--- src/include/eps_pkg.sv ---
package eps_pkg;
    localparam int CLK_HZ          = 50_000_000;
    localparam int WAKE_PULSE_MS   = 50;
    localparam int WAKE_PULSE_CYC  = CLK_HZ / 1000 * WAKE_PULSE_MS;
    localparam int RESUME_MAX_MS   = 2;
    localparam int RESUME_MAX_CYC  = CLK_HZ / 1000 * RESUME_MAX_MS;
    localparam int ADDR_W          = 8;

    // Device register offsets
    localparam logic [7:0] OFS_PM_CTRL  = 8'h00;
    localparam logic [7:0] OFS_BYTE_TST = 8'h04;
    localparam logic [7:0] OFS_WAKE_IRQ = 8'h08;
    localparam logic [7:0] OFS_PHY_CTRL = 8'h0C;
    localparam logic [7:0] OFS_PHY_MODE = 8'h10;
    localparam logic [7:0] OFS_PHY_INT  = 8'h14;

    // power_mgmt_control fields
    localparam int PM_READY     = 0;
    localparam int PM_PIN_EN    = 1;
    localparam int PM_PULSE_SEL = 3;
    localparam int PM_WSRC_LO   = 4;
    localparam int PM_WFE       = 9;
    localparam int PM_PS_LO     = 12;
    localparam int PM_EWE       = 14;
    localparam logic [1:0] PS_D0    = 2'h0;
    localparam logic [1:0] PS_D1    = 2'h1;
    localparam logic [1:0] PS_D2    = 2'h2;
    localparam logic [1:0] WS_ENRG  = 2'h1;
    localparam logic [1:0] WS_FRAME = 2'h2;

    localparam int INT_WAKE     = 0;
    localparam int PHY_GPD      = 11;
    localparam int PHY_EDPD     = 13;
    localparam int PHY_INT_ENRG = 1;

    // Controller registers on AXI4-Lite
    localparam logic [7:0] CR_CMD    = 8'h00;
    localparam logic [7:0] CR_WDATA  = 8'h04;
    localparam logic [7:0] CR_STATUS = 8'h08;
    localparam logic [7:0] CR_RDATA  = 8'h0C;
    localparam int CMD_ADDR_LO = 8;
    localparam logic [1:0] OP_READ  = 2'h0;
    localparam logic [1:0] OP_WRITE = 2'h1;
    localparam logic [1:0] OP_D2    = 2'h2;
    localparam logic [1:0] OP_WAKE  = 2'h3;
    localparam logic [1:0] RESP_OK  = 2'h0;
    localparam logic [1:0] RESP_ERR = 2'h2;

    typedef enum logic [3:0] {
        ST_D0     = 4'b0001,
        ST_D1     = 4'b0010,
        ST_D2     = 4'b0100,
        ST_RESUME = 4'b1000
    } eps_state_e;

    typedef enum logic [1:0] {
        H_IDLE = 2'b01,
        H_BUS  = 2'b10
    } eps_hstate_e;
endpackage

--- src/include/eps_if.sv ---
interface eps_if;
    import eps_pkg::*;
    logic              req;
    logic              wr;
    logic [ADDR_W-1:0] addr;
    logic [31:0]       wdata;
    logic              ack;
    logic [31:0]       rdata;
    modport dev (input req, input wr, input addr, input wdata, output ack, output rdata);
    modport ctl (output req, output wr, output addr, output wdata, input ack, input rdata);
endinterface

--- src/logic/eps_device.sv ---
module eps_device
    import eps_pkg::*;
#(
    parameter int RESUME_CYC = RESUME_MAX_CYC,
    parameter int PULSE_CYC  = WAKE_PULSE_CYC
)
(
    input  wire logic aclk,
    input  wire logic aresetn,
    eps_if.dev        bus,
    input  wire logic wake_frame_seen,
    input  wire logic line_energy_present,
    output logic      ready,
    output logic      mac_clk_en,
    output logic      host_clk_en,
    output logic      phy_active,
    output logic      phy_reset,
    output logic      wake_pin,
    output logic      wake_irq
);
    if (RESUME_CYC < 1 || RESUME_CYC > RESUME_MAX_CYC || PULSE_CYC < 2)
    begin
        $error("eps_device: bad timing parameter");
    end

    localparam int RW = $clog2(RESUME_CYC + 1);
    localparam int PW = $clog2(PULSE_CYC + 1);

    eps_state_e    state;
    logic [RW-1:0] resume_cnt;
    logic [PW-1:0] pulse_cnt;
    logic [1:0]    wsrc;
    logic          armed;
    logic          pin_en;
    logic          pulse_sel;
    logic          wfe;
    logic          ewe;
    logic          wake_flag;
    logic          gpd;
    logic          edpd;
    logic          phy_int;
    logic          energy_s1;
    logic          energy;
    logic          energy_d;
    logic          evt_d;
    logic          take;
    logic          wr_ok;
    logic          wake_wr;
    logic          wake_evt;
    logic          evt_rise;
    logic [1:0]    ps_field;

    function automatic logic hit(input logic [ADDR_W-1:0] a, input logic [7:0] ofs);
        return a == ofs;
    endfunction

    assign take     = bus.req && !bus.ack;
    assign ready    = state == ST_D0;
    assign wr_ok    = take && bus.wr && armed && ready;
    assign wake_wr  = take && bus.wr && hit(bus.addr, OFS_BYTE_TST)
                      && (state == ST_D1 || state == ST_D2);
    assign wake_evt = (wsrc[1] && wfe) || (wsrc[0] && ewe);
    assign evt_rise = wake_evt && !evt_d;
    assign ps_field = state == ST_D1 ? PS_D1 : (state == ST_D2 ? PS_D2 : PS_D0);

    // Bus logic stays clocked through resume so ready is never seen early
    assign mac_clk_en  = state != ST_D2;
    assign host_clk_en = state != ST_D2;
    // Receive path is dead until energy is seen, so leading packets can drop
    assign phy_active  = !gpd && (!edpd || energy);
    assign wake_irq    = wake_flag;

    always_ff @(posedge aclk)
    begin
        energy_s1 <= line_energy_present;
        energy    <= energy_s1;
        energy_d  <= energy;
        evt_d     <= wake_evt;
    end

    always_ff @(posedge aclk)
    begin
        if (!aresetn)
            state <= ST_D0;
        else
        begin
            case (state)
                ST_D0:
                begin
                    if (wr_ok && hit(bus.addr, OFS_PM_CTRL))
                    begin
                        if (bus.wdata[PM_PS_LO +: 2] == PS_D1)
                            state <= ST_D1;
                        else if (bus.wdata[PM_PS_LO +: 2] == PS_D2)
                            state <= ST_D2;
                    end
                end
                ST_D1, ST_D2:
                begin
                    if (wake_wr)
                        state <= ST_RESUME;
                end
                ST_RESUME:
                begin
                    if (resume_cnt == RW'(RESUME_CYC - 1))
                        state <= ST_D0;
                end
                default:
                    state <= ST_D0;
            endcase
        end
    end

    always_ff @(posedge aclk)
    begin
        if (!aresetn || state != ST_RESUME)
            resume_cnt <= '0;
        else
            resume_cnt <= resume_cnt + RW'(1);
    end

    always_ff @(posedge aclk)
    begin
        if (!aresetn)
            armed <= 1'b0;
        else if (take && !bus.wr)
            armed <= 1'b1;
        else if (wake_wr || state != ST_D0)
            armed <= 1'b0;
    end

    // Enables survive both sleeps untouched
    always_ff @(posedge aclk)
    begin
        if (!aresetn)
        begin
            pin_en    <= 1'b0;
            pulse_sel <= 1'b0;
            wfe       <= 1'b0;
            ewe       <= 1'b0;
        end
        else if (wr_ok && hit(bus.addr, OFS_PM_CTRL))
        begin
            pin_en    <= bus.wdata[PM_PIN_EN];
            pulse_sel <= bus.wdata[PM_PULSE_SEL];
            wfe       <= bus.wdata[PM_WFE];
            ewe       <= bus.wdata[PM_EWE];
        end
    end

    // Detection beats a same-cycle write-1 clear
    always_ff @(posedge aclk)
    begin
        if (!aresetn)
            wsrc <= 2'h0;
        else if (state == ST_D1 && wake_frame_seen)
            wsrc <= WS_FRAME;
        else if (state == ST_D2 && energy)
            wsrc <= WS_ENRG;
        else if (wr_ok && hit(bus.addr, OFS_PM_CTRL))
            wsrc <= wsrc & ~bus.wdata[PM_WSRC_LO +: 2];
    end

    always_ff @(posedge aclk)
    begin
        if (!aresetn)
            wake_flag <= 1'b0;
        else if (wake_evt)
            wake_flag <= 1'b1;
        else if (wr_ok && hit(bus.addr, OFS_WAKE_IRQ) && bus.wdata[INT_WAKE])
            wake_flag <= 1'b0;
    end

    always_ff @(posedge aclk)
    begin
        if (!aresetn || !wake_evt)
            pulse_cnt <= '0;
        else if (evt_rise)
            pulse_cnt <= PW'(PULSE_CYC);
        else if (pulse_cnt != '0)
            pulse_cnt <= pulse_cnt - PW'(1);
    end

    always_ff @(posedge aclk)
    begin
        if (!aresetn)
            wake_pin <= 1'b0;
        else
            wake_pin <= pin_en && wake_evt
                        && (!pulse_sel || evt_rise || pulse_cnt > PW'(1));
    end

    always_ff @(posedge aclk)
    begin
        if (!aresetn)
        begin
            gpd       <= 1'b0;
            edpd      <= 1'b0;
            phy_reset <= 1'b0;
        end
        else
        begin
            phy_reset <= wr_ok && hit(bus.addr, OFS_PHY_CTRL)
                         && gpd && !bus.wdata[PHY_GPD];
            if (wr_ok && hit(bus.addr, OFS_PHY_CTRL))
                gpd <= bus.wdata[PHY_GPD];
            if (wr_ok && hit(bus.addr, OFS_PHY_MODE))
                edpd <= bus.wdata[PHY_EDPD];
        end
    end

    always_ff @(posedge aclk)
    begin
        if (!aresetn)
            phy_int <= 1'b0;
        else if (edpd && energy && !energy_d)
            phy_int <= 1'b1;
        else if (wr_ok && hit(bus.addr, OFS_PHY_INT) && bus.wdata[PHY_INT_ENRG])
            phy_int <= 1'b0;
    end

    always_ff @(posedge aclk)
    begin
        if (!aresetn)
        begin
            bus.ack   <= 1'b0;
            bus.rdata <= 32'h0;
        end
        else
        begin
            bus.ack <= take;
            if (take && !bus.wr)
            begin
                bus.rdata <= 32'h0;
                if (hit(bus.addr, OFS_PM_CTRL))
                begin
                    bus.rdata[PM_READY]       <= ready;
                    bus.rdata[PM_PIN_EN]      <= pin_en;
                    bus.rdata[PM_PULSE_SEL]   <= pulse_sel;
                    bus.rdata[PM_WSRC_LO +: 2] <= wsrc;
                    bus.rdata[PM_WFE]         <= wfe;
                    bus.rdata[PM_PS_LO +: 2]  <= ps_field;
                    bus.rdata[PM_EWE]         <= ewe;
                end
                // Other registers hidden until ready
                else if (ready && hit(bus.addr, OFS_WAKE_IRQ))
                    bus.rdata[INT_WAKE] <= wake_flag;
                else if (ready && hit(bus.addr, OFS_PHY_CTRL))
                    bus.rdata[PHY_GPD] <= gpd;
                else if (ready && hit(bus.addr, OFS_PHY_MODE))
                    bus.rdata[PHY_EDPD] <= edpd;
                else if (ready && hit(bus.addr, OFS_PHY_INT))
                    bus.rdata[PHY_INT_ENRG] <= phy_int;
            end
        end
    end
endmodule

--- src/flat_wrapper.sv ---
// flat-port wrapper written by rule: the top's interface ports become plain ports
module eps_device_flat import eps_pkg::*;
#(
    parameter int RESUME_CYC = RESUME_MAX_CYC,
    parameter int PULSE_CYC  = WAKE_PULSE_CYC
)
  (aclk, aresetn, wake_frame_seen, line_energy_present, ready, mac_clk_en, host_clk_en, phy_active, phy_reset, wake_pin, wake_irq, bus_req, bus_wr, bus_addr, bus_wdata, bus_ack, bus_rdata);
  eps_if bus_i ();
  input  wire logic aclk;
  input  wire logic aresetn;
  input  wire logic wake_frame_seen;
  input  wire logic line_energy_present;
  output logic ready;
  output logic mac_clk_en;
  output logic host_clk_en;
  output logic phy_active;
  output logic phy_reset;
  output logic wake_pin;
  output logic wake_irq;
  input wire logic [$bits(bus_i.req)-1:0] bus_req;
  input wire logic [$bits(bus_i.wr)-1:0] bus_wr;
  input wire logic [$bits(bus_i.addr)-1:0] bus_addr;
  input wire logic [$bits(bus_i.wdata)-1:0] bus_wdata;
  output wire logic [$bits(bus_i.ack)-1:0] bus_ack;
  output wire logic [$bits(bus_i.rdata)-1:0] bus_rdata;
  assign bus_i.req = bus_req;
  assign bus_i.wr = bus_wr;
  assign bus_i.addr = bus_addr;
  assign bus_i.wdata = bus_wdata;
  assign bus_ack = bus_i.ack;
  assign bus_rdata = bus_i.rdata;
  eps_device #(.RESUME_CYC(RESUME_CYC), .PULSE_CYC(PULSE_CYC)) u_core (.aclk(aclk), .aresetn(aresetn), .bus(bus_i), .wake_frame_seen(wake_frame_seen), .line_energy_present(line_energy_present), .ready(ready), .mac_clk_en(mac_clk_en), .host_clk_en(host_clk_en), .phy_active(phy_active), .phy_reset(phy_reset), .wake_pin(wake_pin), .wake_irq(wake_irq));
endmodule
--- config.mk ---
export PLATFORM = sky130hd
export DESIGN_NAME = eps_device_flat
export DESIGN_NICKNAME = d
export VERILOG_FILES = /design/src/include/eps_pkg.sv /design/src/include/eps_if.sv /design/src/logic/eps_device.sv /design/src/flat_wrapper.sv
export SDC_FILE = /design/constraint.sdc
export NUM_CORES = 1
export LEC_CHECK = 0
export BUFFER_PORTS_ARGS = -buffer_cell sky130_fd_sc_hd__buf_4
export CAP_MARGIN = 10
export CORE_ASPECT_RATIO = 0.75
export CORE_MARGIN = 10
export CORE_UTILIZATION = 45
export CTS_CLUSTER_DIAMETER = 100
export DETAILED_ROUTE_END_ITERATION = 16
export MAX_ROUTING_LAYER = met4
export PLACE_DENSITY_LB_ADDON = 0.25
export SYNTH_ARGS = -nofsm -noshare
export SYNTH_HDL_FRONTEND = slang
export SYNTH_SLANG_ARGS = --single-unit
--- constraint.sdc ---
create_clock -name aclk -period 6.2 [get_ports aclk]
set_clock_uncertainty 0.05 [all_clocks]
set_input_delay 1.24 -clock aclk [delete_from_list [all_inputs] [get_ports aclk]]
set_output_delay 1.24 -clock aclk [all_outputs]
set_load 0.01 [all_outputs]
Yosys cells after proc, flatten, opt, wreduce, memory -nomap -nowiden

Cells that the tools add are included.

Bits of input ports: 46
Output and inout port bits: 40
Register bits: 71

Bitwise logic cells: 3
$lt $le $gt $ge: 1
Multiplexer cells: 36
Add/subtract/negate cells: 2
Reduce and logical (&&, ||, !) cells: 60
Equal/unequal tests: 19

Operator list:

| kind                  | count |
|---|---|
| $mux 22               | 2 |
| $logic_and 1x1->1     | 30 |
| $gt 22x1->1 const B   | 1 |
| $reduce_bool 22->1    | 1 |
| $sub 22x1->22 const B | 1 |
| $mux 1                | 21 |
| $mux 4                | 5 |
| $add 17x1->17 const B | 1 |
| $eq 17x17->1 const B  | 1 |
| $eq 8x4->1 const B    | 2 |
| $eq 8x5->1 const B    | 2 |
| $mux 2                | 6 |
| $pmux 4 s3            | 1 |
| $logic_not 1->1       | 10 |
| $reduce_bool 2->1     | 5 |
| $eq 8x3->1 const B    | 1 |
| $logic_not 8->1       | 1 |
| $logic_or 1x1->1      | 8 |
| $reduce_or 2->1       | 3 |
| $eq 4x1->1 const B    | 1 |
| $eq 4x2->1 const B    | 1 |
| $eq 4x3->1 const B    | 1 |
| $eq 4x4->1 const B    | 1 |
| $ne 2x1->1 const B    | 2 |
| other kinds (13)      | 13 |

Depth between registers and ports, before layout

Word-level depth: 9
Depth in mapped cells: 8
Gate-level depth less buffers: 7

Worst setup path after synthesis

OpenSTA, ideal clock, no wires.

Path kind: in2reg
From: input port bus_addr[5]
To: register u_core.wsrc[1]
Data arrival time: 2.711 ns
Stages: 5
Path slack: 3.325 ns
Path through: nor4_1 and2_1 nand4_1 o211a_1 o21a_1

Word-level cells in the longest chain between the ends: 3

RTL lines:

| what                               | RTL line           | source |
|---|---|---|
| start: declaration                 | flat_wrapper.sv:22 | `input wire logic [$bits(bus_i.addr)-1:0] bus_addr;` |
| $logic_not 8->1                    | eps_device.sv:54   | `return a == ofs;` |
| $logic_and 1x1->1                  | eps_device.sv:160  | `else if (wr_ok && hit(bus.addr, OFS_PM_CTRL))` |
| $reduce_bool 3->1 (no source line) | n/a                |  |
| end signal: assignment             | eps_device.sv:161  | `wsrc <= wsrc & ~bus.wdata[PM_WSRC_LO +: 2];` |
| end: declaration                   | eps_device.sv:32   | `logic [1:0] wsrc;` |

No other way between the ends.
A chain may end at the register's enable or synchronous reset.

Worst setup path in the final report

Same ends and word-level chain as after synthesis.

==> impl_metrics.tcl <==
set metrics [dict create \
    postSynth.asyncResetShare_pct 0 \
    swShare_pct 23.97 \
    peakVddDrop_mv 0.1548 \
    worst_setup_path_end_kind "flip-flop" \
    die_w_um 119.4 \
    syn2layout_area_growth_pct 16.66 \
    yosysWarnings 0 \
    ant_nets 0 \
    slowest_stage "nor4_1" \
    power_switching_mw 0.2529 \
    critPathLaunch "bus_addr[5]" \
    slew_violations 0 \
    worstRegToRegCells 6 \
    cp-endpoint "u_core.wsrc[1]" \
    place_congestion 0.8341 \
    grt_max_degree 24 \
    drtPass1Iterations 4 \
    hold_path_class "reg -> reg" \
    synth_area_um2 3334 \
    dp_slack_ns 2.731 \
    fmax_mhz 319.1 \
    layout_common_cells "dfxtp_1 (71), nor2_1 (49), buf_4 (42)" \
    grt_pass1_vias 2774 \
    leakage_nw 1.521 \
    place_inst 520 \
    path_cells "buf_4 -> nor4_1 -> and2_1 -> nand4_1 -> o211a_1 -> o21a_1" \
    grt_pass1_wl_mm 13.38 \
    clk_latency_ns 0.34 \
    tns_ns 0 \
    rsz0062_at_grt "false" \
    die_area_um2 11290 \
    synth_seq_area_share_pct 42.63 \
    holdWs_ns 0.2880 \
    hpwl_mm 5.716 \
    p_seq_share_pct 45.6 \
    drt_iter0_drc 186 \
    placed_area_um2 3645 \
    wire_per_inst_um 14.52 \
    vias 2780 \
    numPortBuffers 41 \
    htreeDepth 3 \
    setup_viol 0 \
    cts_tree "done" \
    grt_antenna_before_repair 0 \
    finalNonFillerCells 536 \
    drive_gt1_share_pct 14.71 \
    rows 27 \
    status "completed" \
    worstPathMaxFanout 6 \
    yosysUniqueCellTypes 46 \
    antennaDiodeCount 0 \
    clkTransAtPathRegs_ns 0.07 \
    syn_inst 390 \
    ys.flop_type "dfxtp_1" \
    worst_pin_slew_ns 0.9068 \
    fin_nets 480 \
    r2r_slack_ns 3.53 \
    p_int_mw 0.8023 \
    critPathLaunchType "primary input" \
    powerDensity_nw_per_um2 271.3 \
    maxCapViolCount 0 \
    clock-sinks 71 \
    report.final.hold_viol_count 0 \
    worstReg2RegStart "u_core.pulse_cnt[0]" \
    drcViolationCount 0 \
    initial_utilization_pct 45.91 \
    grt_usage_pct 14.62 \
    wl_mm 7.785 \
    critPathKind "in -> reg" \
    ios 86 \
    post-route-min-period_ns 3.134 \
    crit_arrival_ns 3.31 \
    cp_data_required_time_ns 6.38 \
    cts_inserted_buffers 9 \
    cts.repair_timing.setup_buffer_count 0 \
    holdBufCountCts 0 \
    die_y_um 94.55 \
    pwr-share-comb_pct 12.0 \
    stdcell_area_um2 3890 \
    synth_edf_count 0 \
    final_common_cell "dfxtp_1" \
    globalRouteOverflowTotal 0 \
    root_buffer "clkbuf_8" \
    avgSynthCellArea_um2 8.550 \
    synth_seq_cells 71 \
    min_period_over_period_pct 50.55 \
    cpPeakStageDelay_ns 0.78 \
    layout_setup_ws_ns 3.066 \
    slew_headroom_pct 38.99 \
    postCtsResizedCells 0 \
    core_um2 7263 \
    clockBufferDepth 2 \
    viasPerCell 5.187 \
    timing.rr.end "u_core.pulse_cnt[20]" \
    p_clk_share_pct 42.4 \
]
[cell usage after synthesis (9+ instances only)]
cell type,instances,area share (%)
clkbuf_1,9,1.0
nor2_1,49,5.5
inv_1,10,1.1
a21oi_1,24,3.6
nor3_1,10,1.5
buf_4,23,5.2
nand3_1,14,2.1
nand4_1,9,1.7
nand2_1,30,3.4
nor4_1,9,1.7
xor2_1,20,5.3
o21ai_0,15,2.3
mux2i_1,9,2.7
dfxtp_1,71,43
[worst max-delay path: cells and delay by family]
kind	cells	cell delay, ns
simple gates	3	1.44
compound gates	2	0.52
buf+inv	1	0.11
[power groups by stage]
stage,combinational (mW),sequential [mW],clock (mW)
3_3_place_gp,0.124,0.490,0
6_report,0.127,0.481,0.447
3_5_place_dp,0.125,0.492,0
2_1_floorplan,0.0879,0.487,0
4_1_cts,0.126,0.481,0.457
5_1_grt,0.140,0.484,0.476
[per-layer routing]
layer / wire length [um] / track usage (%) / vias to the layer above
li1: - / - / 1415
met1: 3841 / 18.56 / 1293
met2: 3430 / 22.15 / 70
met3: 477 / 4.887 / 2
met4: 35 / 3.307 / 0
met5: 0 / - / -
[flip-flops by register name, indices dropped and copies added, names as in the netlist]
register           count
u_core.bus.rdata      10
u_core.ewe             1
u_core.phy_reset       1
u_core.pin_en          1
u_core.wake_pin        1
u_core.evt_d           1
u_core.energy_d        1
u_core.gpd             1
u_core.armed           1
u_core.state           4
u_core.bus.ack         1
u_core.wake_irq        1
u_core.resume_cnt     17
u_core.edpd            1
u_core.wsrc            2
u_core.wfe             1
u_core.energy_s1       1
u_core.pulse_cnt      22
u_core.phy_int         1
u_core.pulse_sel       1
u_core.energy          1
[layout make-up]
cell class / instances / area [um^2]
Fill cell: 705 / 3373
Multi-Input combinational cell: 296 / 1744
Clock inverter: 6 / 107.6
Clock buffer: 10 / 137.6
Timing Repair Buffer: 42 / 315.3
Tap cell: 101 / 126.4
Sequential cell: 71 / 1421
Inverter: 10 / 37.54
[how the worst min path moves through the flow]
stage                           from       endpoint  slack, ns  cells after the start
floorplan           u_core.energy_s1  u_core.energy       0.26                      0
global placement    u_core.energy_s1  u_core.energy       0.26                      0
detailed placement  u_core.energy_s1  u_core.energy       0.27                      0
CTS                 u_core.energy_s1  u_core.energy       0.29                      0
global route        u_core.energy_s1  u_core.energy       0.30                      0
finish              u_core.energy_s1  u_core.energy       0.29                      0
[stage by stage]
step | utilization [%] | power [mW]
finish | 53.56 | 1.055
CTS | 53.56 | 1.064
global route | 53.56 | 1.100
global placement | 50.18 | 0.6148
floorplan | - | 0.5750
detailed placement | 50.18 | 0.6168
[cell families (layout without fill, tap and decap cells)]
family,count (synthesis),in the layout,share of synthesized area (%)
buffers and inverters,44,68,7.617
adder cells (fa/ha/maj),4,4,1.501
other,1,22,0.1125
AND/OR/NAND/NOR,174,174,27.69
flip-flops,71,71,42.63
AO/OA/AOI/OAI,61,61,10.92
XOR/XNOR,26,26,6.829
multiplexers,9,9,2.702
Power figures use the tool's default switching activity.
